### src/design/axmcs_pkg.sv
package axmcs_pkg;
    // register byte offsets
    localparam logic [7:0] OFS_CMD = 8'h00;
    localparam logic [7:0] OFS_CTRL = 8'h04;
    localparam logic [7:0] OFS_SPEED = 8'h08;
    localparam logic [7:0] OFS_TARGET = 8'h0C;
    localparam logic [7:0] OFS_FE_WIN = 8'h10;
    localparam logic [7:0] OFS_FE_TMO = 8'h14;
    localparam logic [7:0] OFS_STATUS = 8'h18;
    localparam logic [7:0] OFS_FCODE = 8'h1C;
    localparam logic [7:0] OFS_ACTUAL = 8'h20;
    // control word bits
    localparam int CTL_SWITCH_ON = 0;
    localparam int CTL_ERR_ACK = 1;
    localparam int CTL_BRAKE_OPEN = 2;
    localparam int CTL_BRAKE_CLOSE = 3;
    localparam int CTL_W = 4;
    // status word bits
    localparam int STS_TOGGLE = 0;
    localparam int STS_REFUSED = 1;
    localparam int STS_COMPLETE = 2;
    localparam int STS_ABORT = 3;
    localparam int STS_FAULT = 4;
    localparam int STS_BRAKE = 5;
    localparam int STS_BUSY = 6;
    localparam int STS_STATE = 8;
    // command words
    localparam logic [15:0] CMD_NONE = 16'h0000;
    localparam logic [15:0] CMD_ABS_POS = 16'h0104;
    // fault codes
    localparam logic [15:0] FC_NONE = 16'h0000;
    localparam logic [15:0] FC_VOLT_LO = 16'h0101;
    localparam logic [15:0] FC_VOLT_HI = 16'h0104;
    localparam logic [15:0] FC_TEMP_LO = 16'h0301;
    localparam logic [15:0] FC_TEMP_HI = 16'h0304;
    localparam logic [15:0] FC_BAD_CMD = 16'h0801;
    localparam logic [15:0] FC_EN_IN_FAULT = 16'h0803;
    localparam logic [15:0] FC_FOLLOW = 16'h0A01;
    // reset values
    localparam logic [31:0] FE_TMO_MS_RST = 32'h0000_01F4;
    localparam logic [31:0] FE_WINDOW_RST = 32'h0000_03E8;
    localparam logic [15:0] SLOW_SPEED_RST = 16'h0001;
    // timing
    localparam int CLK_PERIOD_NS = 25;
    localparam int MS_IN_NS = 1000000;
    localparam int CYC_PER_MS = MS_IN_NS / CLK_PERIOD_NS;
    // axi responses
    localparam logic [1:0] RESP_OKAY = 2'b00;
    localparam logic [1:0] RESP_DECERR = 2'b11;

    // supervisor states, one-hot
    typedef enum logic [4:0] {
        ST_READY = 5'b00001,
        ST_ENABLED = 5'b00010,
        ST_INTERLOCK_HOLD = 5'b00100,
        ST_FAULT = 5'b01000,
        ST_ACK = 5'b10000
    } axmcs_state_t;

    // true for supply or temperature monitor codes
    function automatic logic is_hw_code(input logic [15:0] c);
        is_hw_code = (c >= FC_VOLT_LO && c <= FC_VOLT_HI) ||
                     (c >= FC_TEMP_LO && c <= FC_TEMP_HI);
    endfunction
endpackage

### src/design/axmcs_fe_if.sv
`timescale 1ns/1ps
`default_nettype none
interface axmcs_fe_if;
    logic [31:0] target;
    logic [31:0] actual;
    logic [31:0] window;
    logic [31:0] timeout_ms;
    logic active;
    logic out_of_tol;
    logic fe_event;
    modport sup (
        input target, actual, window, timeout_ms, active,
        output out_of_tol, fe_event
    );
    modport ctl (
        output target, actual, window, timeout_ms, active,
        input out_of_tol, fe_event
    );
endinterface
`default_nettype wire

### src/design/axmcs_fe_sup.sv
`timescale 1ns/1ps
`default_nettype none
module axmcs_fe_sup import axmcs_pkg::*; #(
    parameter int CYC_MS = CYC_PER_MS
) (
    // clock and reset
    input wire logic aclk,
    input wire logic aresetn,
    // supervision signals
    axmcs_fe_if.sup fe
);
    logic [31:0] div_ff; // millisecond divider
    logic [31:0] tmo_cnt_ff; // elapsed ms out of tolerance
    logic [31:0] dev; // absolute deviation
    logic ms_tick;
    logic hit;

    // deviation against the tolerance window
    assign dev = ($signed(fe.actual) > $signed(fe.target)) ?
                 fe.actual - fe.target : fe.target - fe.actual;
    assign fe.out_of_tol = fe.active && (dev > fe.window); // RL13
    assign ms_tick = (div_ff == 32'(CYC_MS - 1));
    // fires only after the timeout has fully elapsed; zero disables
    assign hit = fe.out_of_tol && ms_tick && (fe.timeout_ms != 32'h0000_0000) // RL12
                 && (tmo_cnt_ff >= fe.timeout_ms); // RL14
    assign fe.fe_event = hit; // RL7

    // millisecond enable pulse
    always_ff @(posedge aclk) begin
        if (!aresetn || ms_tick) begin
            div_ff <= 32'h0000_0000;
        end else begin
            div_ff <= div_ff + 32'h0000_0001;
        end
    end

    // time spent out of tolerance, saturating
    always_ff @(posedge aclk) begin
        if (!aresetn || !fe.out_of_tol) begin
            tmo_cnt_ff <= 32'h0000_0000;
        end else if (ms_tick && tmo_cnt_ff != 32'hFFFF_FFFF) begin
            tmo_cnt_ff <= tmo_cnt_ff + 32'h0000_0001;
        end
    end

    a_fe_zero_off: assert property (@(posedge aclk) disable iff (!aresetn) // RL12
        fe.timeout_ms == 32'h0000_0000 |-> !fe.fe_event)
        else $error("following error raised with timeout zero");
    a_fe_in_window: assert property (@(posedge aclk) disable iff (!aresetn) // RL13
        fe.fe_event |-> dev > fe.window && fe.active)
        else $error("following error inside tolerance window");
    a_fe_persist: assert property (@(posedge aclk) disable iff (!aresetn) // RL14
        fe.fe_event |-> $past(fe.out_of_tol) && tmo_cnt_ff >= fe.timeout_ms)
        else $error("following error before timeout elapsed");
endmodule
`default_nettype wire

### src/design/axmcs_top.sv
// Behaviour
// RL1: host keeps switch-on low until ready
// RL2: zero speed selects built-in slow speed
// RL3: command 0x0104 starts absolute positioning
// RL4: toggle on each order, flag refused ones
// RL5: set complete on arrival, abort on failure
// RL6: new target under 0x0104 is new order
// RL7: blocked axis triggers following-error supervision
// RL8: brake request only in ready, fault, ack
// RL9: status bit shows brake released
// RL10: defaults 500 ms timeout, 1000 window
// RL11: following error locks, aborts, code 0x0A01
// RL12: zero timeout disables supervision
// RL13: deviation compared against tolerance window
// RL14: error only after timeout fully elapses
// RL15: any error halts drive, refuses motion
// RL16: fault code held until acknowledged
// RL17: fault codes none, supply, temperature ranges
// RL18: clear command and control to leave lock
// RL19: held acknowledge clears errors, returns ready
// RL20: toggle once per order, else steady
//
// The AXI4-Lite interface to the registers and the register addresses are this design's own decisions.
`timescale 1ns/1ps
`default_nettype none
module axmcs_top import axmcs_pkg::*; #(
    parameter int CYC_MS = CYC_PER_MS,
    parameter logic [15:0] SLOW_SPEED = SLOW_SPEED_RST
) (
    // clock and reset
    input wire logic aclk,
    input wire logic aresetn,
    // axi4-lite write channels
    input wire logic [7:0] s_axi_awaddr,
    input wire logic s_axi_awvalid,
    output logic s_axi_awready,
    input wire logic [31:0] s_axi_wdata,
    input wire logic [3:0] s_axi_wstrb,
    input wire logic s_axi_wvalid,
    output logic s_axi_wready,
    output logic [1:0] s_axi_bresp,
    output logic s_axi_bvalid,
    input wire logic s_axi_bready,
    // axi4-lite read channels
    input wire logic [7:0] s_axi_araddr,
    input wire logic s_axi_arvalid,
    output logic s_axi_arready,
    output logic [31:0] s_axi_rdata,
    output logic [1:0] s_axi_rresp,
    output logic s_axi_rvalid,
    input wire logic s_axi_rready,
    // axis feedback and monitors
    input wire logic [31:0] actual_position,
    input wire logic [15:0] hw_fault_code,
    // drive outputs
    output logic drive_enable,
    output logic [31:0] setpoint_position,
    output logic [15:0] speed_setpoint,
    output logic brake_release
);
    // merge write data under byte strobes
    function automatic logic [31:0] strb_merge(input logic [31:0] old,
        input logic [31:0] nw, input logic [3:0] s);
        for (int i = 0; i < 4; i++) begin
            strb_merge[i*8 +: 8] = s[i] ? nw[i*8 +: 8] : old[i*8 +: 8];
        end
    endfunction

    // bus slave state
    logic aw_hold_ff, w_hold_ff, bvalid_ff, rvalid_ff;
    logic [7:0] awaddr_ff;
    logic [31:0] wdata_ff, rdata_ff;
    logic [3:0] wstrb_ff;
    logic [1:0] bresp_ff, rresp_ff;
    // software registers
    logic [15:0] motion_command_word_ff; // command word
    logic [CTL_W-1:0] ctrl_ff; // control word
    logic [15:0] commanded_speed_ff; // zero means slow default
    logic [31:0] target_position_field_ff; // target position
    logic [31:0] fe_win_ff, fe_tmo_ff; // supervision settings
    // supervisor state
    axmcs_state_t state_ff, nxt_state;
    logic moving_ff, nxt_moving;
    logic order_accept_toggle_ff, nxt_toggle;
    logic order_refused_flag_ff, nxt_refused;
    logic motion_complete_flag_ff, nxt_complete;
    logic motion_abort_flag_ff, nxt_abort;
    logic brake_released_flag_ff, nxt_brake;
    logic [15:0] fault_code_ff, nxt_fcode;
    logic [31:0] setpoint_ff, nxt_setpoint;
    logic drive_en_ff;
    logic [15:0] speed_out_ff;

    // write decode
    logic wr_go, wr_hit, wr_cmd, wr_ctrl, wr_speed, wr_target, wr_win, wr_tmo;
    logic [31:0] cmd_wval, tgt_wval, ctrl_wval, spd_wval, win_wval, tmo_wval;
    logic [15:0] cmd_now;
    logic [31:0] tgt_now;
    logic order_req, order_is_abs, sw_on, ack_req, ctrl_zero, hw_err;
    logic brake_ok, at_target;
    logic [31:0] status_word, rd_val;
    logic rd_hit;
    axmcs_fe_if fe_bus();

    // handshakes: each address and data accepted independently
    assign s_axi_awready = !aw_hold_ff && !bvalid_ff;
    assign s_axi_wready = !w_hold_ff && !bvalid_ff;
    assign s_axi_arready = !rvalid_ff;
    assign s_axi_bvalid = bvalid_ff;
    assign s_axi_bresp = bresp_ff;
    assign s_axi_rvalid = rvalid_ff;
    assign s_axi_rdata = rdata_ff;
    assign s_axi_rresp = rresp_ff;
    assign wr_go = aw_hold_ff && w_hold_ff && !bvalid_ff;
    assign wr_cmd = wr_go && awaddr_ff == OFS_CMD;
    assign wr_ctrl = wr_go && awaddr_ff == OFS_CTRL;
    assign wr_speed = wr_go && awaddr_ff == OFS_SPEED;
    assign wr_target = wr_go && awaddr_ff == OFS_TARGET;
    assign wr_win = wr_go && awaddr_ff == OFS_FE_WIN;
    assign wr_tmo = wr_go && awaddr_ff == OFS_FE_TMO;
    assign wr_hit = wr_cmd || wr_ctrl || wr_speed || wr_target || wr_win || wr_tmo;
    assign cmd_wval = strb_merge({16'h0000, motion_command_word_ff}, wdata_ff, wstrb_ff);
    assign ctrl_wval = strb_merge({28'h000_0000, ctrl_ff}, wdata_ff, wstrb_ff);
    assign spd_wval = strb_merge({16'h0000, commanded_speed_ff}, wdata_ff, wstrb_ff);
    assign tgt_wval = strb_merge(target_position_field_ff, wdata_ff, wstrb_ff);
    assign win_wval = strb_merge(fe_win_ff, wdata_ff, wstrb_ff);
    assign tmo_wval = strb_merge(fe_tmo_ff, wdata_ff, wstrb_ff);
    assign cmd_now = wr_cmd ? cmd_wval[15:0] : motion_command_word_ff;
    assign tgt_now = wr_target ? tgt_wval : target_position_field_ff;

    // order detection: nonzero command write, or new target under 0x0104
    assign order_req = (wr_cmd && cmd_now != CMD_NONE) ||
                       (wr_target && motion_command_word_ff == CMD_ABS_POS); // RL6
    assign order_is_abs = (cmd_now == CMD_ABS_POS); // RL3
    assign sw_on = ctrl_ff[CTL_SWITCH_ON];
    assign ack_req = ctrl_ff[CTL_ERR_ACK];
    assign ctrl_zero = (ctrl_ff == '0);
    assign hw_err = is_hw_code(hw_fault_code); // RL17
    assign brake_ok = state_ff inside {ST_READY, ST_FAULT, ST_ACK}; // RL8
    assign at_target = (actual_position == setpoint_ff);

    // following-error supervisor
    assign fe_bus.target = setpoint_ff;
    assign fe_bus.actual = actual_position;
    assign fe_bus.window = fe_win_ff;
    assign fe_bus.timeout_ms = fe_tmo_ff;
    assign fe_bus.active = moving_ff && state_ff == ST_ENABLED; // RL7
    axmcs_fe_sup #(.CYC_MS(CYC_MS)) u_fe_sup (
        .aclk(aclk),
        .aresetn(aresetn),
        .fe(fe_bus.sup)
    );

    // status readback
    assign status_word = {19'h0_0000, state_ff, 1'b0, moving_ff,
        brake_released_flag_ff, fault_code_ff != FC_NONE, // RL9
        motion_abort_flag_ff, motion_complete_flag_ff,
        order_refused_flag_ff, order_accept_toggle_ff};
    assign rd_hit = s_axi_araddr <= OFS_ACTUAL && s_axi_araddr[1:0] == 2'b00;
    assign rd_val = (s_axi_araddr == OFS_CMD) ? {16'h0000, motion_command_word_ff} :
        (s_axi_araddr == OFS_CTRL) ? {28'h000_0000, ctrl_ff} :
        (s_axi_araddr == OFS_SPEED) ? {16'h0000, commanded_speed_ff} :
        (s_axi_araddr == OFS_TARGET) ? target_position_field_ff :
        (s_axi_araddr == OFS_FE_WIN) ? fe_win_ff :
        (s_axi_araddr == OFS_FE_TMO) ? fe_tmo_ff :
        (s_axi_araddr == OFS_STATUS) ? status_word :
        (s_axi_araddr == OFS_FCODE) ? {16'h0000, fault_code_ff} :
        actual_position;

    // write channel capture and response
    always_ff @(posedge aclk) begin
        if (!aresetn) begin
            aw_hold_ff <= 1'b0;
            w_hold_ff <= 1'b0;
            bvalid_ff <= 1'b0;
            bresp_ff <= RESP_OKAY;
            awaddr_ff <= 8'h00;
            wdata_ff <= 32'h0000_0000;
            wstrb_ff <= 4'h0;
        end else begin
            if (s_axi_awvalid && s_axi_awready) begin
                aw_hold_ff <= 1'b1;
                awaddr_ff <= s_axi_awaddr;
            end
            if (s_axi_wvalid && s_axi_wready) begin
                w_hold_ff <= 1'b1;
                wdata_ff <= s_axi_wdata;
                wstrb_ff <= s_axi_wstrb;
            end
            if (wr_go) begin
                // commit: both halves held, answer next cycle
                aw_hold_ff <= 1'b0;
                w_hold_ff <= 1'b0;
                bvalid_ff <= 1'b1;
                bresp_ff <= wr_hit ? RESP_OKAY : RESP_DECERR;
            end else if (s_axi_bready) begin
                bvalid_ff <= 1'b0;
            end
        end
    end

    // read channel
    always_ff @(posedge aclk) begin
        if (!aresetn) begin
            rvalid_ff <= 1'b0;
            rdata_ff <= 32'h0000_0000;
            rresp_ff <= RESP_OKAY;
        end else if (s_axi_arvalid && s_axi_arready) begin
            rvalid_ff <= 1'b1;
            rdata_ff <= rd_hit ? rd_val : 32'h0000_0000;
            rresp_ff <= rd_hit ? RESP_OKAY : RESP_DECERR;
        end else if (s_axi_rready) begin
            rvalid_ff <= 1'b0;
        end
    end

    // software registers
    always_ff @(posedge aclk) begin
        if (!aresetn) begin
            motion_command_word_ff <= CMD_NONE;
            ctrl_ff <= '0;
            commanded_speed_ff <= 16'h0000;
            target_position_field_ff <= 32'h0000_0000;
            fe_win_ff <= FE_WINDOW_RST; // RL10
            fe_tmo_ff <= FE_TMO_MS_RST; // RL10
        end else begin
            motion_command_word_ff <= cmd_now;
            target_position_field_ff <= tgt_now;
            if (wr_ctrl) ctrl_ff <= ctrl_wval[CTL_W-1:0];
            if (wr_speed) commanded_speed_ff <= spd_wval[15:0];
            if (wr_win) fe_win_ff <= win_wval;
            if (wr_tmo) fe_tmo_ff <= tmo_wval;
        end
    end

    // supervisor next state
    always_comb begin
        nxt_state = state_ff;
        nxt_moving = moving_ff;
        nxt_toggle = order_accept_toggle_ff;
        nxt_refused = order_refused_flag_ff;
        nxt_complete = motion_complete_flag_ff;
        nxt_abort = motion_abort_flag_ff;
        nxt_fcode = fault_code_ff;
        nxt_setpoint = setpoint_ff;
        nxt_brake = brake_released_flag_ff;
        case (state_ff)
            ST_READY: begin
                if (hw_err) begin
                    nxt_state = ST_FAULT; // RL15
                    nxt_fcode = hw_fault_code;
                end else if (order_req || (sw_on && motion_command_word_ff != CMD_NONE)) begin
                    nxt_state = ST_FAULT; // RL1
                    nxt_fcode = FC_BAD_CMD;
                end else if (sw_on) begin
                    nxt_state = ST_ENABLED;
                    nxt_setpoint = actual_position;
                end
            end
            ST_ENABLED: begin
                if (hw_err || fe_bus.fe_event) begin
                    // halt and lock; supply or thermal code wins
                    nxt_state = ST_INTERLOCK_HOLD; // RL15
                    nxt_moving = 1'b0;
                    nxt_abort = moving_ff; // RL5
                    nxt_fcode = hw_err ? hw_fault_code : FC_FOLLOW; // RL11
                end else if (!sw_on) begin
                    nxt_state = ST_READY;
                    nxt_moving = 1'b0;
                end else if (order_req) begin
                    nxt_toggle = !order_accept_toggle_ff; // RL4 RL20
                    nxt_refused = !order_is_abs; // RL4
                    if (order_is_abs) begin
                        nxt_setpoint = tgt_now; // RL3 RL6
                        nxt_moving = 1'b1;
                        nxt_complete = 1'b0;
                        nxt_abort = 1'b0;
                    end
                end else if (moving_ff && at_target) begin
                    nxt_moving = 1'b0;
                    nxt_complete = 1'b1; // RL5
                end
            end
            ST_INTERLOCK_HOLD: begin
                if (motion_command_word_ff == CMD_NONE && ctrl_zero) begin
                    nxt_state = ST_FAULT; // RL18
                end
            end
            ST_FAULT: begin
                if (sw_on) begin
                    if (fault_code_ff == FC_NONE) nxt_fcode = FC_EN_IN_FAULT;
                end else if (ack_req) begin
                    nxt_state = ST_ACK; // RL19
                end
            end
            ST_ACK: begin
                if (!hw_err) begin
                    nxt_fcode = FC_NONE; // RL19
                    nxt_abort = 1'b0;
                    nxt_state = ST_READY;
                end else if (!ack_req) begin
                    nxt_state = ST_FAULT;
                end
            end
            default: begin
                nxt_state = ST_FAULT;
            end
        endcase
        // manual brake only while no motion can run
        if (brake_ok && ctrl_ff[CTL_BRAKE_OPEN]) begin
            nxt_brake = 1'b1; // RL8
        end else if (brake_ok && ctrl_ff[CTL_BRAKE_CLOSE]) begin
            nxt_brake = 1'b0; // RL8
        end
    end

    // supervisor registers
    always_ff @(posedge aclk) begin
        if (!aresetn) begin
            state_ff <= ST_READY;
            moving_ff <= 1'b0;
            order_accept_toggle_ff <= 1'b0;
            order_refused_flag_ff <= 1'b0;
            motion_complete_flag_ff <= 1'b0;
            motion_abort_flag_ff <= 1'b0;
            fault_code_ff <= FC_NONE;
            setpoint_ff <= 32'h0000_0000;
            brake_released_flag_ff <= 1'b0;
        end else begin
            state_ff <= nxt_state;
            moving_ff <= nxt_moving;
            order_accept_toggle_ff <= nxt_toggle;
            order_refused_flag_ff <= nxt_refused;
            motion_complete_flag_ff <= nxt_complete;
            motion_abort_flag_ff <= nxt_abort;
            fault_code_ff <= nxt_fcode; // RL16
            setpoint_ff <= nxt_setpoint;
            brake_released_flag_ff <= nxt_brake; // RL9
        end
    end

    // drive outputs, registered
    always_ff @(posedge aclk) begin
        if (!aresetn) begin
            drive_en_ff <= 1'b0;
            speed_out_ff <= 16'h0000;
        end else begin
            drive_en_ff <= nxt_state == ST_ENABLED; // RL15
            speed_out_ff <= (commanded_speed_ff == 16'h0000) ?
                SLOW_SPEED : commanded_speed_ff; // RL2
        end
    end
    assign drive_enable = drive_en_ff;
    assign speed_setpoint = speed_out_ff;
    assign setpoint_position = setpoint_ff;
    assign brake_release = brake_released_flag_ff;

    a_abs_accept: assert property (@(posedge aclk) disable iff (!aresetn) // RL3
        state_ff == ST_ENABLED && sw_on && order_req && order_is_abs && !hw_err
        && !fe_bus.fe_event |=> order_accept_toggle_ff != $past(order_accept_toggle_ff)
        && moving_ff && !order_refused_flag_ff && setpoint_ff == $past(tgt_now))
        else $error("absolute order not accepted");
    a_toggle_steady: assert property (@(posedge aclk) disable iff (!aresetn) // RL20
        !order_req |=> $stable(order_accept_toggle_ff))
        else $error("toggle moved without an order");
    a_speed_slow: assert property (@(posedge aclk) disable iff (!aresetn) // RL2
        aresetn && commanded_speed_ff == 16'h0000 |=> speed_setpoint == SLOW_SPEED)
        else $error("zero speed did not select slow default");
    a_follow_lock: assert property (@(posedge aclk) disable iff (!aresetn) // RL11
        state_ff == ST_ENABLED && fe_bus.fe_event && !hw_err |=>
        state_ff == ST_INTERLOCK_HOLD && motion_abort_flag_ff
        && fault_code_ff == FC_FOLLOW && !drive_enable && !moving_ff)
        else $error("following error did not lock the axis");
    a_code_latch: assert property (@(posedge aclk) disable iff (!aresetn) // RL16
        fault_code_ff != FC_NONE && state_ff != ST_ACK |=> $stable(fault_code_ff))
        else $error("fault code changed without acknowledge");
    a_brake_gate: assert property (@(posedge aclk) disable iff (!aresetn) // RL8
        state_ff inside {ST_ENABLED, ST_INTERLOCK_HOLD} |=> $stable(brake_release))
        else $error("brake moved in a forbidden state");
    a_done_flag: assert property (@(posedge aclk) disable iff (!aresetn) // RL5
        state_ff == ST_ENABLED && moving_ff && at_target && sw_on && !order_req
        && !hw_err && !fe_bus.fe_event |=> motion_complete_flag_ff && !moving_ff)
        else $error("arrival did not set completion");
    a_lock_exit: assert property (@(posedge aclk) disable iff (!aresetn) // RL18
        state_ff == ST_INTERLOCK_HOLD && motion_command_word_ff == CMD_NONE
        && ctrl_zero |=> state_ff == ST_FAULT)
        else $error("interlock not left after clearing words");
    a_halt_error: assert property (@(posedge aclk) disable iff (!aresetn) // RL15
        fault_code_ff != FC_NONE |-> !drive_enable && !moving_ff)
        else $error("drive active while a fault is latched");
endmodule
`default_nettype wire

### config.mk
export PLATFORM = sky130hd
export DESIGN_NAME = axmcs_top
export DESIGN_NICKNAME = d
export VERILOG_FILES = /design/src/design/axmcs_pkg.sv /design/src/design/axmcs_fe_if.sv /design/src/design/axmcs_fe_sup.sv /design/src/design/axmcs_top.sv
export SDC_FILE = /design/constraint.sdc
export NUM_CORES = 1
export LEC_CHECK = 0
export ABC_AREA = 1
export BUFFER_PORTS_ARGS = -buffer_cell sky130_fd_sc_hd__buf_2
export CAP_MARGIN = 20
export CORE_UTILIZATION = 35
export CTS_CLUSTER_DIAMETER = 150
export CTS_CLUSTER_SIZE = 10
export DETAILED_ROUTE_END_ITERATION = 16
export PLACE_DENSITY = 0.63
export SLEW_MARGIN = 30
export SYNTH_ARGS = -nofsm -noshare
export SYNTH_HDL_FRONTEND = slang
export SYNTH_SLANG_ARGS = --single-unit
### constraint.sdc
create_clock -name aclk -period 5.75 [get_ports aclk]
set_clock_uncertainty 0.05 [all_clocks]
set_input_delay 1.4375 -clock aclk [delete_from_list [all_inputs] [get_ports aclk]]
set_output_delay 1.4375 -clock aclk [all_outputs]
set_load 0.02 [all_outputs]
==> flow_metrics.env, run 1 <==
export IMPL_synth_edf_count=0
export IMPL_routed_wl_um=80700
export IMPL_dieHeight_um=253
export IMPL_min_path_type="reg2reg"
export IMPL_hold_violations=0
export IMPL_layout_min_cycle_time_ns=5.27
export IMPL_io_pins=198
export IMPL_wl_per_cell_um=18.1
export IMPL_drc=0
export IMPL_path_clk_slew_ns=0.06
export IMPL_clock_sinks=354
export IMPL_hpwl_um=63600
export IMPL_slowest_stage="ha_1"
export IMPL_syn_nets=3548
export IMPL_h_tree_depth=2
export IMPL_grt_pass1_wl_um=123000
export IMPL_final_setup_tns_ns=0
export IMPL_crit_path_frequent_cell="nand2_1"
export IMPL_ys_types=59
export IMPL_slew_violations=0
export IMPL_max_freq_mhz=190
export IMPL_drv_cap=0
export IMPL_start_kind="primary input"
export IMPL_finalSetupViolCount=0
export IMPL_ys_seq_area_share_pct=32.1
export IMPL_first_pass_iters=6
export IMPL_antenna_found_initial=0
export IMPL_via_per_inst=5.25
export IMPL_nNetsFinal=3865
export IMPL_tightestPinTransition_ns=0.921
export IMPL_critPathKind="in2reg"
export IMPL_syn_mean_instance_area_um2=6.66
export IMPL_synth_seq_cells=354
export IMPL_max_stage_delay_ns=0.34
export IMPL_gpl_final_weighted_congestion=1.00
export IMPL_grt_max_degree=94
export IMPL_synth_area_um2=22100
export IMPL_ant_nets=0
export IMPL_synthCells=3310
export IMPL_insertion_delay_ns=0.58
export IMPL_powerDensity_nw_per_um2=319
export IMPL_antennaDiodeCount=0
export IMPL_dp_slack_ns=-0.0816
export IMPL_nFillCells=6690
export IMPL_num_rows=91
export IMPL_worstPathMaxFanout=4
export IMPL_status="complete, no violations"
export IMPL_grt_pass1_vias=21600
export IMPL_ys_warn_count=0
export IMPL_endpoint_kind="register"
export IMPL_gr_total_overflow=0
export IMPL_p_total_mw=8.37
export IMPL_cts_made_buffers=41
export IMPL_arrival_ns=5.69
export IMPL_initial_core_util_pct=35.6
export IMPL_fin_ws_ns=0.481
export IMPL_rsz0062_at_grt="false"
export IMPL_drt_iter0_markers=2276
export IMPL_ys_async_sr_fraction_pct=0
export IMPL_ys_flop_type="dfxtp_1"
export IMPL_area_delta_synth_final_pct=19.0
export IMPL_maxSlewHeadroom_pct=38.2
export IMPL_cts_root_buf="clkbuf_16"
export IMPL_vias=23400
export IMPL_p_leak_nw=11.5
export IMPL_drive_above_1_share_pct=14.0
export IMPL_fin_crit_sh_pct=91.6
export IMPL_core_um2=61900
export IMPL_grt_use_total_pct=24.6
export IMPL_final_core_util_pct=42.4
export IMPL_portBuffers=197
export IMPL_cts_buffer_depth=3
export IMPL_whs_ns=0.407
export IMPL_worstPathRequired_ns=6.17
export IMPL_peakVddDrop_v=0.000214
export IMPL_dieArea_um2=64000
export IMPL_die_w_um=253
export IMPL_cts_tree="done"
## routing by layer
metal  track usage (%)  share of wire (%)  vias up
li1                  -                  -    11600
met1              33.5                 44    10800
met2              39.5                 45      888
met3              3.67                7.7      159
met4              8.12                3.3        0
met5                 0                  0        -
## synth_stat cells (all sizes together), types with 3 or more instances
cell type / number / area share (%)
a21o: 10 / 0.34
a21boi: 3 / 0.10
o22ai: 3 / 0.085
nor2: 342 / 6.0
a32oi: 15 / 0.60
o21a: 15 / 0.51
a31oi: 6 / 0.17
o21bai: 8 / 0.27
dfxtp: 354 / 32
a211oi: 18 / 0.61
nor3: 53 / 1.2
nand2b: 4 / 0.11
or2: 8 / 0.23
nand2: 585 / 10
o221ai: 9 / 0.36
nor4: 31 / 0.94
nand3: 153 / 3.5
o211ai: 36 / 1.2
mux2: 19 / 0.97
clkbuf: 101 / 1.7
xor2: 55 / 2.2
a21oi: 411 / 9.3
inv: 479 / 8.2
nand4: 50 / 1.5
buf: 28 / 0.92
and3: 3 / 0.085
o21ai: 353 / 8.0
ha: 129 / 7.3
xnor2: 7 / 0.28
nand3b: 4 / 0.14
## cell type report
type                       count  area, um2  share of cell area (%)
clock buffer                  42       1050                    4.01
tap                          837       1050                    3.99
multi-input combinational   2346      12600                    48.1
clock inverter                 3       45.0                   0.172
timing repair buffer         403       2590                    9.87
sequential                   354       7090                    27.0
inverter                     481       1810                    6.89
## path summary, 6_finish.rpt
| path | from | endpoint | slack, ns | cells past startpoint |
|---|---|---|---|---|
| worst min register to register | fault_code_ff[5] | fault_code_ff[5] | 0.41 | 2 |
| worst min-delay path | fault_code_ff[5] | fault_code_ff[5] | 0.41 | 2 |
| worst max register to register | setpoint_position[15] | order_accept_toggle_ff | 1.04 | 32 |
| worst max-delay path | actual_position[5] | order_accept_toggle_ff | 0.48 | 32 |
## where the power goes
group / total, mW / switching, mW / internal (mW)
registers: 2.78 / 0.189 / 2.60
logic: 3.27 / 1.95 / 1.32
clock network: 2.32 / 1.03 / 1.29
## worst max-delay path, delay by kind of cell
family | cells | cell delay, ns
AOI/OAI and AO/OA | 5 | 0.99
adders and majority gates | 2 | 0.62
buffers and inverters | 7 | 0.80
and+or+nand+nor | 18 | 1.83
## state kept, by name, indices dropped and copies added, names as in the netlist, 32 cells and up
name / count
u_fe_sup.tmo_cnt_ff: 32
s_axi_rdata: 32
u_fe_sup.div_ff: 32
fe_bus.timeout_ms: 32
wdata_ff: 32
target_position_field_ff: 32
setpoint_position: 32
fe_bus.window: 32
## cell families after synthesis
family,count (synthesis),share of synthesized area (%)
mux,19,0.970
simple gates,1238,24.1
fa+ha+maj,131,7.50
flops,354,32.1
compound gates,896,22.0
buf+inv,610,10.8
xor+xnor,62,2.46
## repair_timing
| action | 4_1_cts | 5_1_grt |
|---|---|---|
| hold buffers | 0 | 0 |
| gates resized for setup | 0 | 3 |
| buffers inserted | 0 | 0 |
| setup endpoints to repair | 0 | 12 |
## layout by cell type (no fill, tap or decap), types with 4 or more instances in the layout
master and n:
a32oi_1 15, a21o_1 10, a21oi_1 411, nand3_2 4
inv_2 4, nor4_1 29, nor2_1 331, inv_1 474
xor2_1 55, mux2_2 9, mux2_1 10, nand2_4 4
nand2_1 571, ha_1 129, or2_2 8, o21bai_1 8
nand3b_1 4, o211ai_1 36, o21ai_0 348, dfxtp_1 354
clkbuf_16 42, o21a_1 15, nand2b_1 4, nor3_1 51
nand4_1 49, nand2_2 10, a211oi_1 18, a31oi_1 6
nand3_1 149, o221ai_1 9, xnor2_1 7, o21ai_1 4
buf_12 4, nor2_2 8, buf_2 196, buf_4 202
## stage by stage
| stage | instance area [um2] | std cells |
|---|---|---|
| global placement | 25100 | 4421 |
| detailed placement | 25100 | 4421 |
| CTS | 26200 | 4466 |
| global route | 26200 | 4466 |
| floorplan | 22100 | 3310 |
| finish | 26200 | 4466 |
Power figures use the tool's default switching activity.
==> inputs of run 2 (changes only) <==
==> constraint.sdc (replaced) <==
create_clock -name aclk -period 6.65 [get_ports aclk]
set_clock_uncertainty 0.05 [all_clocks]
set_input_delay 1.6625 -clock aclk [delete_from_list [all_inputs] [get_ports aclk]]
set_output_delay 1.6625 -clock aclk [all_outputs]
set_load 0.02 [all_outputs]
==> flow_metrics.env, run 2 (same netlist as run 1, synthesis figures left out) <==
export IMPL_status="complete, no violations"
export IMPL_worstPathMaxFanout=42
export IMPL_post_cts_resized=0
export IMPL_num_rows=91
export IMPL_nNetsFinal=3699
export IMPL_critPathKind="in2reg"
export IMPL_via_per_inst=5.29
export IMPL_finalSetupViolCount=0
export IMPL_drc=0
export IMPL_portBuffers=197
export IMPL_min_path_type="reg2reg"
export IMPL_dieArea_um2=64000
export IMPL_worstPathRequired_ns=7.08
export IMPL_antennaDiodeCount=0
export IMPL_final_common_cell="nand2_1"
export IMPL_first_pass_iters=6
export IMPL_slew_violations=0
export IMPL_clock_sinks=354
export IMPL_drv_cap=0
export IMPL_holdBufCountCts=0
export IMPL_routed_wl_um=81600
export IMPL_hpwl_um=63700
export IMPL_hold_violations=0
export IMPL_drt_iter0_markers=2207
export IMPL_final_setup_tns_ns=0
export IMPL_grt_pass1_wl_um=123000
export IMPL_max_freq_mhz=164
export IMPL_insertion_delay_ns=0.58
export IMPL_path_clk_slew_ns=0.06
export IMPL_wl_per_cell_um=19.0
export IMPL_ant_nets=0
export IMPL_placed_area_um2=23800
export IMPL_core_um2=61900
export IMPL_layout_min_cycle_time_ns=6.08
export IMPL_p_leak_nw=10.7
export IMPL_start_kind="primary input"
export IMPL_gr_total_overflow=0
export IMPL_drive_above_1_share_pct=9.76
export IMPL_endpoint_kind="register"
export IMPL_final_cell_mix="572 x nand2_1, 474 x inv_1, 411 x a21oi_1"
export IMPL_design_area_um2=24900
export IMPL_io_pins=198
export IMPL_area_delta_synth_final_pct=13.1
export IMPL_initial_core_util_pct=35.6
export IMPL_antenna_found_initial=0
export IMPL_dieHeight_um=253
export IMPL_grt_pass1_vias=21200
export IMPL_maxSlewHeadroom_pct=32.5
export IMPL_h_tree_depth=2
export IMPL_grt_use_total_pct=24.9
export IMPL_rsz0062_at_grt="false"
export IMPL_grt_max_degree=98
export IMPL_die_w_um=253
export IMPL_arrival_ns=6.52
export IMPL_cts_root_buf="clkbuf_16"
export IMPL_peakVddDrop_v=0.000187
export IMPL_cts_setup_buffers=0
export IMPL_powerDensity_nw_per_um2=277
export IMPL_fin_crit_sh_pct=91.5
export IMPL_cts_buffer_depth=3
export IMPL_tightestPinTransition_ns=1.00
export IMPL_cts_tree="done"
export IMPL_vias=22800
export IMPL_cts_made_buffers=41
export IMPL_gpl_final_weighted_congestion=0.987
==> run 2: layout make-up <==
| class | instances | area, um2 |
|---|---|---|
| inverter | 481 | 1810 |
| clock buffer | 42 | 1030 |
| timing repair buffer | 237 | 1320 |
| fill | 6748 | 37000 |
| clock inverter | 4 | 45.0 |
| tap | 837 | 1050 |
| multi-input combinational | 2346 | 12600 |
| sequential | 354 | 7090 |
==> run 2: worst paths after layout <==
| kind | to | cells past startpoint | start | slack, ns |
|---|---|---|---|---|
| setup / recovery | setpoint_position[13] | 28 | actual_position[19] | 0.57 |
| hold / removal | s_axi_rdata[20] | 2 | s_axi_rdata[20] | 0.41 |
| setup reg to reg | setpoint_position[13] | 26 | setpoint_position[16] | 1.47 |
| hold reg to reg | s_axi_rdata[20] | 2 | s_axi_rdata[20] | 0.41 |
==> run 2: critical path, stage by stage <==
cell and delay [ns]:
buf_2 0.15, inv_1 0.06, ha_1 0.41, nand2_1 0.14, nor2_1 0.22, inv_1 0.11
nor3_1 0.27, inv_1 0.16, nor2_1 0.23, nand2_1 0.20, nand3_2 0.15, buf_12 0.22
nand2_1 0.07, o21ai_1 0.10, xor2_1 0.10, ha_1 0.32, nand2_1 0.08, nor2_1 0.15
nand3_1 0.13, nor3_1 0.20, nand2_1 0.10, a21oi_1 0.18, nand3_1 0.20, nand2_1 0.18
nand2_4 0.08, nand2_4 0.33, nand2_1 0.11, a21oi_1 0.17
==> run 2: power by group <==
group	leakage (nW)	switching [mW]	internal (mW)
logic	7.27	1.64	0.858
registers	2.87	0.152	2.24
clock network	0.525	0.911	1.10
==> run 2: metrics by stage <==
step	hold WS [ns]	util, %	worst slack, ns	instances	total power [mW]
floorplan	0.378	-	1.17	3310	4.10
global placement	0.394	38.5	0.197	4254	4.87
detailed placement	0.402	38.5	0.0872	4254	4.87
CTS	0.411	40.2	0.660	4300	6.89
global route	0.429	40.3	0.209	4301	7.27
finish	0.409	40.3	0.566	4301	6.91
==> run 2: per-layer routing <==
| metal | wire length [um] | vias to the layer above | global-route usage, % |
|---|---|---|---|
| met1 | 36000 | 10500 | 33.6 |
| met2 | 36600 | 915 | 40.1 |
| li1 | - | 11200 | - |
| met5 | 0 | - | 0 |
| met3 | 6770 | 148 | 4.29 |
| met4 | 2190 | 0 | 7.57 |
==> inputs of run 3 (changes only) <==
--- a/config.mk
+++ b/config.mk
@@ -12,7 +12,9 @@
 export CTS_CLUSTER_DIAMETER = 150
 export CTS_CLUSTER_SIZE = 10
 export DETAILED_ROUTE_END_ITERATION = 16
+export HOLD_SLACK_MARGIN = 0.06
 export PLACE_DENSITY = 0.63
+export RECOVER_POWER = 100
 export SLEW_MARGIN = 30
 export SYNTH_ARGS = -nofsm -noshare
 export SYNTH_HDL_FRONTEND = slang
==> flow_metrics.env, run 3 (same netlist as run 1, synthesis figures left out) <==
export IMPL_status="finished, violations left"
export IMPL_violations="max-capacitance violations, max-slew violations"
export IMPL_whs_path_depth=2
export IMPL_path_clk_slew_ns=0.06
export IMPL_post_cts_resized=0
export IMPL_drt_iter0_markers=2214
export IMPL_first_pass_iters=6
export IMPL_vias=22700
export IMPL_rsz0062_at_grt="false"
export IMPL_h_tree_depth=2
export IMPL_r2r_setup_slack_ns=1.41
export IMPL_peakVddDrop_v=0.000187
export IMPL_core_um2=61900
export IMPL_tightestPinTransition_ns=2.83
export IMPL_drv_cap=3
export IMPL_wl_per_cell_um=19.0
export IMPL_final_setup_tns_ns=0
export IMPL_critPathBufInv=5
export IMPL_min_path_type="reg2reg"
export IMPL_finalSetupViolCount=0
export IMPL_whs_ns=0.412
export IMPL_final_cell_mix="572 x nand2_1, 474 x inv_1, 411 x a21oi_1"
export IMPL_hpwl_um=63700
export IMPL_worstPathMaxFanout=42
export IMPL_grt_pass1_wl_um=123000
export IMPL_worstPathRequired_ns=7.06
export IMPL_hold_path_end="s_axi_rdata[20]"
export IMPL_r2r_start="setpoint_position[16]"
export IMPL_cts_root_buf="clkbuf_16"
export IMPL_antenna_found_initial=0
export IMPL_ant_nets=0
export IMPL_slew_violations=183
export IMPL_drive_above_1_share_pct=6.93
export IMPL_p_leak_nw=10.3
export IMPL_max_stage_delay_ns=0.41
export IMPL_endpoint_kind="register"
export IMPL_gpl_final_weighted_congestion=0.987
export IMPL_routed_wl_um=81700
export IMPL_critical_path_top_delay_family="simple AND/OR/NAND/NOR gates"
export IMPL_finalNonFillerCells=4302
export IMPL_layout_min_cycle_time_ns=6.13
export IMPL_num_rows=91
export IMPL_reg2reg_depth=25
export IMPL_fin_crit_sh_pct=92.2
export IMPL_insertion_delay_ns=0.58
export IMPL_portBuffers=197
export IMPL_r2r_end="setpoint_position[13]"
export IMPL_via_per_inst=5.29
export IMPL_arrival_ns=6.55
export IMPL_start_kind="primary input"
export IMPL_clock_sinks=354
export IMPL_max_freq_mhz=163
export IMPL_slowest_stage="ha_1"
export IMPL_crit_path_frequent_cell="nand2_1"
export IMPL_cts_buffer_depth=3
export IMPL_maxSlewHeadroom_pct=-88.5
export IMPL_die_w_um=253
export IMPL_cts_setup_buffers=0
export IMPL_hp_start="s_axi_rdata[20]"
export IMPL_grt_pass1_vias=21200
export IMPL_grt_max_degree=98
export IMPL_hold_violations=0
export IMPL_nNetsFinal=3699
export IMPL_io_pins=198
export IMPL_final_common_cell="nand2_1"
export IMPL_drc=0
export IMPL_p_total_mw=6.89
export IMPL_powerDensity_nw_per_um2=278
export IMPL_area_delta_synth_final_pct=12.3
export IMPL_placed_cells=4254
export IMPL_initial_core_util_pct=35.6
export IMPL_cts_made_buffers=41
export IMPL_holdBufCountCts=0
export IMPL_grt_use_total_pct=24.9
export IMPL_critPathKind="in2reg"
export IMPL_dieArea_um2=64000
export IMPL_gr_total_overflow=0
export IMPL_cts_tree="done"
export IMPL_dieHeight_um=253
run 3: layout make-up:
| type | count | area (um2) |
|---|---|---|
| well taps | 837 | 1050 |
| clock buffers | 42 | 1030 |
| flip-flops and latches | 354 | 7090 |
| clock inverters | 4 | 45.0 |
| diodes | 1 | 2.50 |
| repair buffers | 237 | 1160 |
| inverters | 481 | 1810 |
| fillers | 6797 | 37200 |
| multi-input cells | 2346 | 12600 |
run 3: how the worst max path moves through the flow:
stage | from | end | cells past startpoint
3_5_place_dp | actual_position[19] | setpoint_position[13] | 28
3_3_place_gp | actual_position[19] | setpoint_position[27] | 28
2_1_floorplan | actual_position[0] | fault_code_ff[5] | 31
4_1_cts | actual_position[19] | setpoint_position[13] | 28
6_report | actual_position[19] | setpoint_position[13] | 27
5_1_grt | actual_position[18] | setpoint_position[19] | 28
run 3: power breakdown:
part	total (mW)	internal (mW)	switching, mW
registers	2.40	2.24	0.155
clock network	2.01	1.10	0.912
logic	2.48	0.841	1.64
total	6.89	4.18	2.70
run 3: per-stage QoR:
step	instance area (um2)	worst slack, ns	utilization (%)
2_1_floorplan	22100	1.17	-
3_3_place_gp	23800	0.197	38.5
3_5_place_dp	23800	0.0872	38.5
4_1_cts	24900	0.660	40.2
5_1_grt	24800	0.115	40.0
6_report	24800	0.517	40.0
run 3: worst register-to-register path, stage by stage, from the launching register on:
cell and delay [ns]:
dfxtp_1 0.41, ha_1 0.41, nand2_1 0.15, nor2_1 0.22, inv_1 0.11, nor3_1 0.28
inv_1 0.16, nor2_1 0.23, nand2_1 0.18, nand3_1 0.18, buf_12 0.23, o21ai_0 0.14
xor2_1 0.17, ha_1 0.32, nand2_1 0.08, nor2_1 0.15, nand3_1 0.13, nor3_1 0.20
nand2_1 0.10, a21oi_1 0.17, nand3_1 0.20, nand2_1 0.18, nand2_4 0.08, nand2_4 0.33
nand2_1 0.11, a21oi_1 0.15
run 3: layer usage:
metal	routed length, um	track usage (%)
met5	0	0
met2	36500	40.1
met1	36600	33.6
met4	2210	7.57
met3	6390	4.29
